File: src/hdl/smsd_map.svh
// Constants for the synchronous modem serial datapath.
// Assumes inclusion by bare name from the package and the datapath module.
`ifndef SMSD_MAP_SVH
`define SMSD_MAP_SVH
// =====================================================
// Widths and status-test bit positions
`define SMSD_CHAR_W 8
`define SMSD_BUS_W 16
`define SMSD_TEST_W 10
`define SMSD_TB_DSR 0
`define SMSD_TB_CTS 1
`define SMSD_TB_DCD 2
`define SMSD_TB_MOD 3
`define SMSD_TB_RING 4
`define SMSD_TB_DMODE 5
`define SMSD_TB_LINEFREE 6
// =====================================================
// Reset values and full-character shift count
`define SMSD_PARITY_EVEN 8'h00
`define SMSD_OUTBUF_RST 16'h0000
`define SMSD_SHIFT_CNT 4'h8
`endif

File: src/hdl/smsd_pkg.sv
// Types for the synchronous modem serial datapath.
// Assumes smsd_map.svh is on the include path.
`include "smsd_map.svh"
package smsd_pkg;
	// =====================================================
	// Block transfer handshake states
	typedef enum logic [2:0]
	{
		SMSD_BT_IDLE,
		SMSD_BT_WAIT_DISC,
		SMSD_BT_WAIT_FUNC,
		SMSD_BT_CONN
	} smsd_bt_state_t;
	typedef logic [`SMSD_CHAR_W-1:0] smsd_char_t;
endpackage : smsd_pkg

File: src/hdl/smsd_datapath.sv
// Datapath of a synchronous modem interface: status test, receive
// converter, input buffer, output buffer, transmit converter, block
// parity and block transfer handshake.
// Assumes one 125 MHz clock; modem clocks arrive as pins and are
// turned into one-cycle enables after synchronising.
// How it works
// - Status test samples modem lines via code
// - Bit0 plus ready set gives skip reply
// - Test condition needs three strobes together
// - Test and qualifier clear receive ready
// - Carrier-gated data shifts per receive clock
// - Load trigger copies converter into buffer
// - Gate strobe drives buffer onto bus
// - Buffer strobe loads sixteen bus bits
// - Master clear empties output buffer
// - Master clear resets transmit converter
// - Parallel load sets stage for zero bits
// - Each step pulse shifts one bit out
// - Eight-bit column parity over received block
// - Sync mode entry sets even parity
// - Ones toggle parity bits, XOR
// - Parity load sends check character
// - Function bit0 raises initialize
// - Function bit1 sets direction signal
// - Accept after disconnect drops, then connect
// - Connected device requests each word
// - Answer each word strobe per direction
`timescale 1ns/10ps
`include "smsd_map.svh"
module smsd_datapath
	import smsd_pkg::*;
(
	// Clock and reset
	input wire logic clk_in,
	input wire logic rst_in,
	input wire logic master_clear_in,
	// Status test
	input wire logic second_word_present_in,
	input wire logic test_op_line_in,
	input wire logic unit_selected_in,
	input wire logic [`SMSD_TEST_W-1:0] test_code_in,
	input wire logic receive_qualifier_in,
	input wire logic [6:0] modem_status_in,
	output logic skip_reply_out,
	output logic receive_check_clear_out,
	// Receive side
	input wire logic rx_data_in,
	input wire logic rx_clock_in,
	input wire logic carrier_detect_in,
	input wire logic input_buffer_load_in,
	input wire logic gate_data_out_in,
	input wire logic bus_ready_in,
	output logic [`SMSD_CHAR_W-1:0] bus_data_out,
	output logic bus_data_valid_out,
	output logic input_buffer_full_out,
	// Transmit side
	input wire logic buffer_strobe_in,
	input wire logic [`SMSD_BUS_W-1:0] bus_data_in,
	input wire logic transmit_parallel_load_in,
	input wire logic parity_char_load_in,
	input wire logic main_clock_in,
	input wire logic sync_mode_in,
	output logic tx_data_out,
	output logic [`SMSD_BUS_W-1:0] out_buffer_out,
	output logic [`SMSD_CHAR_W-1:0] block_parity_out,
	// Block transfer controller
	input wire logic [1:0] function_bits_in,
	input wire logic unit_disconnect_in,
	input wire logic bt_data_here_in,
	input wire logic end_of_block_in,
	output logic initialize_out,
	output logic io_direction_out,
	output logic unit_data_accepted_out,
	output logic unit_connected_out,
	output logic data_transfer_request_out,
	output logic unit_data_here_out
);
	// =====================================================
	// Pin synchronisers
	logic [3:0] pin_s1_q; // First stage, read only by second
	logic [3:0] pin_s2_q;
	logic [1:0] clk_hist_q; // Edge history of rx and main clocks
	always_ff @(posedge clk_in)
	begin
		pin_s1_q <= {main_clock_in, rx_clock_in, carrier_detect_in, rx_data_in};
		pin_s2_q <= pin_s1_q;
		clk_hist_q <= pin_s2_q[3:2];
	end
	wire rx_data_s = pin_s2_q[0];
	wire carrier_s = pin_s2_q[1];
	wire rx_tick = pin_s2_q[2] & ~clk_hist_q[0];
	wire step_tick = pin_s2_q[3] & ~clk_hist_q[1];

	// =====================================================
	// Status test
	wire test_cond = second_word_present_in & test_op_line_in & unit_selected_in;
	wire [6:0] status_hit = test_code_in[6:0] & modem_status_in;
	wire skip_d = test_cond & (|status_hit);
	wire rcc_d = test_cond & receive_qualifier_in;
	// Registered so outputs come from flops
	always_ff @(posedge clk_in)
	begin
		if (rst_in)
		begin
			skip_reply_out <= 1'b0;
			receive_check_clear_out <= 1'b0;
		end
		else
		begin
			skip_reply_out <= skip_d;
			receive_check_clear_out <= rcc_d;
		end
	end

	// =====================================================
	// Receive converter and input buffer
	smsd_char_t rx_shift_q; // Serial to parallel stages
	logic [3:0] rx_count_q; // Shifts since last load
	smsd_char_t in_buf_q; // Held character
	logic full_q;
	logic [3:0] rx_count_d;
	assign rx_count_d = (rx_count_q == `SMSD_SHIFT_CNT) ? rx_count_q : rx_count_q + 4'h1;
	wire rx_bit = rx_data_s & carrier_s; // Carrier gates the data
	// Shift on each rising receive clock edge
	always_ff @(posedge clk_in)
	begin
		if (rst_in | master_clear_in)
		begin
			rx_shift_q <= 8'h00;
			rx_count_q <= 4'h0;
		end
		else if (input_buffer_load_in)
			rx_count_q <= 4'h0;
		else if (rx_tick)
		begin
			rx_shift_q <= {rx_shift_q[6:0], rx_bit};
			rx_count_q <= rx_count_d;
		end
	end
	// Buffer load; ready cleared by test clear or gating
	always_ff @(posedge clk_in)
	begin
		if (rst_in | master_clear_in)
		begin
			in_buf_q <= 8'h00;
			full_q <= 1'b0;
		end
		else if (input_buffer_load_in)
		begin
			in_buf_q <= rx_shift_q;
			full_q <= 1'b1;
		end
		else if (gate_data_out_in | rcc_d)
			full_q <= 1'b0;
	end
	assign input_buffer_full_out = full_q;

	// =====================================================
	// Two-entry output buffer toward the bus
	// Keeps up to two gated words while the bus stalls; a gate with both entries full is dropped
	smsd_char_t fifo_q [0:1];
	logic [1:0] fifo_cnt_q;
	logic fifo_rd_q;
	wire fifo_ready = (fifo_cnt_q != 2'h2);
	wire push = gate_data_out_in & fifo_ready;
	wire pop = bus_data_valid_out & bus_ready_in;
	always_ff @(posedge clk_in)
	begin
		if (rst_in)
		begin
			fifo_cnt_q <= 2'h0;
			fifo_rd_q <= 1'b0;
		end
		else
		begin
			if (push)
				fifo_q[fifo_rd_q ^ fifo_cnt_q[0]] <= in_buf_q;
			if (pop)
				fifo_rd_q <= ~fifo_rd_q;
			fifo_cnt_q <= fifo_cnt_q + {1'b0, push} - {1'b0, pop};
		end
	end
	// Bus outputs from flops: head word and valid
	always_ff @(posedge clk_in)
	begin
		if (rst_in)
		begin
			bus_data_out <= 8'h00;
			bus_data_valid_out <= 1'b0;
		end
		else
		begin
			bus_data_valid_out <= (fifo_cnt_q + {1'b0, push} - {1'b0, pop}) != 2'h0;
			bus_data_out <= (fifo_cnt_q == 2'h0 || (pop && fifo_cnt_q == 2'h1)) ? in_buf_q
				: fifo_q[pop ? ~fifo_rd_q : fifo_rd_q];
		end
	end

	// =====================================================
	// Output buffer and transmit converter
	logic [`SMSD_BUS_W-1:0] out_buf_q;
	smsd_char_t tx_shift_q;
	smsd_char_t parity_q;
	logic sync_q;
	// Output buffer load
	always_ff @(posedge clk_in)
	begin
		if (rst_in | master_clear_in)
			out_buf_q <= `SMSD_OUTBUF_RST;
		else if (buffer_strobe_in)
			out_buf_q <= bus_data_in;
	end
	assign out_buffer_out = out_buf_q;
	// Transmit converter; loads take priority over shifting
	always_ff @(posedge clk_in)
	begin
		if (rst_in | master_clear_in)
			tx_shift_q <= 8'h00;
		else if (transmit_parallel_load_in)
			tx_shift_q <= ~out_buf_q[7:0];
		else if (parity_char_load_in)
			tx_shift_q <= ~parity_q;
		else if (step_tick)
			tx_shift_q <= {tx_shift_q[6:0], 1'b0};
	end
	always_ff @(posedge clk_in)
	begin
		if (rst_in)
			tx_data_out <= 1'b0;
		else
			tx_data_out <= tx_shift_q[7];
	end

	// =====================================================
	// Block parity
	always_ff @(posedge clk_in)
	begin
		if (rst_in | master_clear_in)
		begin
			parity_q <= `SMSD_PARITY_EVEN;
			sync_q <= 1'b0;
		end
		else
		begin
			sync_q <= sync_mode_in;
			if (sync_mode_in & ~sync_q)
				parity_q <= `SMSD_PARITY_EVEN;
			else if (input_buffer_load_in)
				parity_q <= parity_q ^ rx_shift_q;
		end
	end
	assign block_parity_out = parity_q;

	// =====================================================
	// Block transfer controller handshake
	smsd_bt_state_t bt_q;
	wire func_any = |function_bits_in;
	always_ff @(posedge clk_in)
	begin
		if (rst_in | master_clear_in)
		begin
			bt_q <= SMSD_BT_IDLE;
			initialize_out <= 1'b0;
			io_direction_out <= 1'b0;
			unit_data_accepted_out <= 1'b0;
			unit_connected_out <= 1'b0;
			data_transfer_request_out <= 1'b0;
			unit_data_here_out <= 1'b0;
		end
		else
		begin
			unit_data_accepted_out <= 1'b0;
			unit_data_here_out <= 1'b0;
			unique case (bt_q)
				SMSD_BT_IDLE:
				begin
					if (function_bits_in[0])
					begin
						initialize_out <= 1'b1;
						io_direction_out <= function_bits_in[1];
						bt_q <= SMSD_BT_WAIT_DISC;
					end
				end
				SMSD_BT_WAIT_DISC:
				begin
					if (!unit_disconnect_in)
					begin
						unit_data_accepted_out <= 1'b1;
						bt_q <= SMSD_BT_WAIT_FUNC;
					end
				end
				SMSD_BT_WAIT_FUNC:
				begin
					if (!func_any)
					begin
						unit_connected_out <= 1'b1;
						data_transfer_request_out <= 1'b1;
						bt_q <= SMSD_BT_CONN;
					end
				end
				SMSD_BT_CONN:
				begin
					if (end_of_block_in & unit_disconnect_in)
					begin
						initialize_out <= 1'b0;
						unit_connected_out <= 1'b0;
						data_transfer_request_out <= 1'b0;
						bt_q <= SMSD_BT_IDLE;
					end
					else if (io_direction_out)
						unit_data_accepted_out <= gate_data_out_in;
					else
						unit_data_here_out <= bt_data_here_in;
				end
			endcase
		end
	end

	// =====================================================
	// Assertions
	a_skip_cause: assert property (@(posedge clk_in) disable iff (rst_in)
		(test_cond & test_code_in[0] & modem_status_in[0]) |=> skip_reply_out)
		else $error("skip reply missing");
	a_skip_none: assert property (@(posedge clk_in) disable iff (rst_in)
		!test_cond |=> !skip_reply_out)
		else $error("skip without test condition");
	a_skip_other: assert property (@(posedge clk_in) disable iff (rst_in)
		(test_cond & ~|(test_code_in[6:0] & modem_status_in)) |=> !skip_reply_out)
		else $error("skip with no condition true");
	a_rcc_pulse: assert property (@(posedge clk_in) disable iff (rst_in)
		(test_cond & receive_qualifier_in & !input_buffer_load_in & !master_clear_in)
		|=> receive_check_clear_out && !input_buffer_full_out)
		else $error("receive clear missing");
	a_ibuf_load: assert property (@(posedge clk_in) disable iff (rst_in)
		(input_buffer_load_in & !master_clear_in) |=> in_buf_q == $past(rx_shift_q))
		else $error("input buffer load wrong");
	a_obuf_load: assert property (@(posedge clk_in) disable iff (rst_in)
		(buffer_strobe_in & !master_clear_in) |=> out_buffer_out == $past(bus_data_in))
		else $error("output buffer load wrong");
	a_obuf_clear: assert property (@(posedge clk_in) disable iff (rst_in)
		master_clear_in |=> out_buffer_out == 16'h0000)
		else $error("master clear left data");
	a_tx_inv_load: assert property (@(posedge clk_in) disable iff (rst_in)
		(transmit_parallel_load_in & !master_clear_in) |=> tx_shift_q == ~$past(out_buf_q[7:0]))
		else $error("inverted load wrong");
	a_parity_xor: assert property (@(posedge clk_in) disable iff (rst_in)
		(input_buffer_load_in & !master_clear_in & !(sync_mode_in & ~sync_q))
		|=> parity_q == ($past(parity_q) ^ $past(rx_shift_q)))
		else $error("parity accumulate wrong");
	a_bt_connect: assert property (@(posedge clk_in) disable iff (rst_in)
		(bt_q == SMSD_BT_WAIT_FUNC & !func_any & !master_clear_in)
		|=> unit_connected_out && data_transfer_request_out)
		else $error("connect missing");
	c_skip: cover property (@(posedge clk_in) skip_reply_out);
	c_bus_full: cover property (@(posedge clk_in) fifo_cnt_q == 2'h2);
	c_connect: cover property (@(posedge clk_in) unit_connected_out);
	c_parity_send: cover property (@(posedge clk_in) parity_char_load_in);
	// A full character of eight shifts reaches the buffer
	c_full_char: cover property (@(posedge clk_in) input_buffer_load_in && rx_count_q == `SMSD_SHIFT_CNT);
endmodule : smsd_datapath

File: config.mk
export PLATFORM = sky130hd
export DESIGN_NAME = smsd_datapath
export DESIGN_NICKNAME = d
export VERILOG_FILES = /design/src/hdl/smsd_pkg.sv /design/src/hdl/smsd_datapath.sv
export VERILOG_INCLUDE_DIRS = /design/src /design/src/hdl
export SDC_FILE = /design/constraint.sdc
export NUM_CORES = 1
export LEC_CHECK = 0
export BUFFER_PORTS_ARGS = -buffer_cell sky130_fd_sc_hd__buf_2
export CAP_MARGIN = 20
export CORE_ASPECT_RATIO = 1.5
export CORE_MARGIN = 5
export CORE_UTILIZATION = 50
export DETAILED_ROUTE_END_ITERATION = 12
export GPL_TIMING_DRIVEN = 0
export PLACE_DENSITY = 0.85
export SLEW_MARGIN = 0
export SYNTH_ARGS = -nofsm -noshare
export SYNTH_HDL_FRONTEND = slang
export SYNTH_SLANG_ARGS = --single-unit
File: constraint.sdc
create_clock -name clk_in -period 3.8 [get_ports clk_in]
set_input_delay 0.19 -clock clk_in [delete_from_list [all_inputs] [get_ports clk_in]]
set_output_delay 0.19 -clock clk_in [all_outputs]
set_load 0.01 [all_outputs]
==> flow_summary.yaml <==
detailed_routing:
  dr.pass1.iters: 4
  route.detailed.wl_per_inst_um: 14.77
  via_count: 2953
  detailedRoute.firstIterationViolations: 173
  antenna_left: 0
  via_density_per_instance: 5.208
  drc: 0
  routed_wire_length_um: 8373
layout:
  synthToLayoutAreaGrowth_pct: 24.29
  layout_fillers: 617
  final_core_utilization_pct: 63.14
  fin_nets: 523
  antenna_cells: 0
  layout_cell_share_with_drive_strength_beyond_1_pct: 28.60
  final_cell_area_um2: 4745
logic_synthesis:
  netlist_instances: 351
  number_of_synthesized_flops_with_an_enable_pin: 16
  yosys_warnings: 0
  syn_nets: 414
  synth-seq-area-share_pct: 55.59
  synth_area_um2: 3817
  synth_seq_cells: 98
  synth.avg_cell_area_um2: 10.88
  async_flop_share_pct: 0
  synth_flop_cell: "sky130_fd_sc_hd__dfxtp_1"
  synth_cell_types: 50
die:
  core_area_um2: 7515
  die_width_um: 81.35
  ios: 99
  die-height_um: 117.0
  start_util_pct: 50.80
  floorplan.die_area_um2: 9519
  row_count: 39
power_and_ir_drop:
  max-vdd-ir-drop_mv: 0.3530
  static-leakage-power_uw: 0.002074
  cell_pwr_density_nw_per_um2: 537.4
placement:
  gp_congestion: 0.9036
  place.port_buffers: 92
  pre_cts_ws_ps: 1799
  placed_instance_area_um2: 4405
  hpwlAfterDp_um: 6249
timing:
  period_share_pct: 49.14
  max_slew_headroom_at_the_worst_pin_pct: 59.82
  max_freq_ghz: 0.5356
  timing_max_transition_violations_final: 0
  total_negative_slack_ps: 0
  timing.clock.skew_ps: 7.066
  worst_pin_slew_ps: 598.7
  setup_repair_after_global_routing_missed_its_margin: "no"
  fin_ws_ps: 1933
  total_count_of_hold_check_failures_in_the_final_report: 0
  final_period_minus_worst_setup_slack_ps: 1867
  finalSetupViolCount: 0
  hold_slack_ps: 64.41
cts:
  cts.repair_timing.setup_buffer_count: 0
  clockBufferDepth: 2
  cts_tree: "yes"
  insertion_delay_ps: 340
  cts_root_buf: "sky130_fd_sc_hd__clkbuf_16"
  htree_num_levels: 3
  numClockSinks: 98
  cts_made_buffers: 9
  path_clk_slew_ps: 60
global_routing:
  grt_pass1_vias: 3077
  globalRouteOverflowTotal: 0
  largest_net_degree_at_the_start_of_global_routing: 16
  gr-usage-all-layers_pct: 18.63
  grt_antenna_before_repair: 0
  global_route_wire_length_before_repair_um: 13810
setup_path:
  timing_worst_setup_path_type: "reg -> reg"
  crit_path_end_kind: "register"
  crit_arrival_ps: 2100
  critical_path_required_ps: 4030
  start_kind: "register"
  critical_path_maximum_fanout: 10
run_status:
  outcome: "complete, no violations"
hold_path:
  holdCritPathClass: "in -> reg"
run:
  max_cap_violations: 0
-- worst max-delay path, cell delays in order (launching register included) --
cell	delay [ps]
sky130_fd_sc_hd__dfxtp_1	350
sky130_fd_sc_hd__buf_4	180
sky130_fd_sc_hd__inv_1	40
sky130_fd_sc_hd__o21ai_0	300
sky130_fd_sc_hd__ha_1	300
sky130_fd_sc_hd__inv_1	60
sky130_fd_sc_hd__ha_1	140
sky130_fd_sc_hd__xnor2_1	130
sky130_fd_sc_hd__xnor2_1	100
sky130_fd_sc_hd__o21a_1	170
-- cell type report --
| cell class | count | area [um2] | share of cell area [%] |
|---|---|---|---|
| buffer | 19 | 115.1 | 2.426 |
| clock buffer | 15 | 279.0 | 5.881 |
| clock inverter | 1 | 7.507 | 0.1582 |
| inverter | 9 | 33.78 | 0.7120 |
| multi-input combinational | 225 | 1546 | 32.59 |
| sequential | 98 | 2122 | 44.73 |
| tap | 102 | 127.6 | 2.690 |
| timing repair buffer | 98 | 513.0 | 10.81 |
-- flip-flops by register name (all words and copies together), names as in the netlist, 2 cells and up --
register          cells
fifo_cnt_q            2
pin_s1_q              4
rx_shift_q            8
out_buffer_out       16
bus_data_out          8
in_buf_q              8
bt_q                  2
pin_s2_q              4
fifo_q               16
clk_hist_q            2
tx_shift_q            8
block_parity_out      8
-- metrics by stage --
stage	instances	power, uW
after global placement	545	1675
after detailed placement	545	1698
after floorplan	351	1543
after CTS	565	2565
after global routing	567	2683
final	567	2550
-- Yosys cell counts (4+ instances only) --
library cell,count,area (um2)
sky130_fd_sc_hd__dfxtp_1,82,1642
sky130_fd_sc_hd__inv_1,8,30.03
sky130_fd_sc_hd__xor2_1,8,70.07
sky130_fd_sc_hd__nand2b_1,10,62.56
sky130_fd_sc_hd__and3b_1,7,61.31
sky130_fd_sc_hd__o311a_1,8,80.08
sky130_fd_sc_hd__nand2_1,20,75.07
sky130_fd_sc_hd__nor2_1,37,138.9
sky130_fd_sc_hd__buf_2,5,25.02
sky130_fd_sc_hd__nand3_1,11,55.05
sky130_fd_sc_hd__a21oi_1,14,70.07
sky130_fd_sc_hd__a21boi_0,9,67.56
sky130_fd_sc_hd__o32ai_1,7,61.31
sky130_fd_sc_hd__buf_6,4,45.04
sky130_fd_sc_hd__mux2i_1,24,240.2
sky130_fd_sc_hd__clkbuf_1,4,15.01
sky130_fd_sc_hd__buf_1,4,15.01
sky130_fd_sc_hd__or3_1,7,43.79
sky130_fd_sc_hd__ha_1,7,87.58
sky130_fd_sc_hd__nor2b_1,4,25.02
sky130_fd_sc_hd__a211oi_1,9,67.56
sky130_fd_sc_hd__and3_2,7,52.55
sky130_fd_sc_hd__edfxtp_1,16,480.5
-- final timing paths --
kind	startpoint	to	slack (ps)	depth (start not counted)
worst max-delay path	fifo_cnt_q[1]	bus_data_valid_out	1930	9
worst min-delay path	rst_in	fifo_rd_q	60	2
worst max register to register	fifo_cnt_q[1]	bus_data_valid_out	1930	9
worst min register to register	pin_s1_q[1]	pin_s2_q[1]	330	0
-- placed cells by master (no fill, tap or decap), drive strengths merged, types with 8 or more instances in the layout --
master  count
buf       108
clkbuf     20
or3         8
dfxtp      82
mux2i      24
o311a       8
xor2        8
nand2      20
nand3      11
and3        8
a21boi     10
inv         8
edfxtp     16
a21oi      14
nor2       37
nand2b     10
a211oi      9
-- report_power, final --
group / leakage, uW / switching [uW] / internal, uW
registers: 0.000823 / 41.4 / 1150
clock network: 0.000135 / 355 / 503
logic: 0.00112 / 258 / 239
-- metal layers --
layer	up-vias	global-route usage (%)	part of all wire, %
met5	-	0	0
met4	0	9.921	1.4
met3	8	3.369	4.3
met2	58	34.11	56
met1	1412	19.89	38
li1	1475	-	-
-- logic make-up after synthesis --
kind of cell / synth area share (%)
buffers and inverters: 3.900
DFF: 55.59
and+or+nand+nor: 16.22
AOI/OAI and AO/OA: 13.18
adders and majority gates: 2.294
xor gates and xnor gates: 2.524
muxes: 6.293
-- timing repair --
action,CTS,global route
endpoints found under the hold margin,4,0
resized for setup,0,0
hold buffers,4,0
Power figures use the tool's default switching activity.
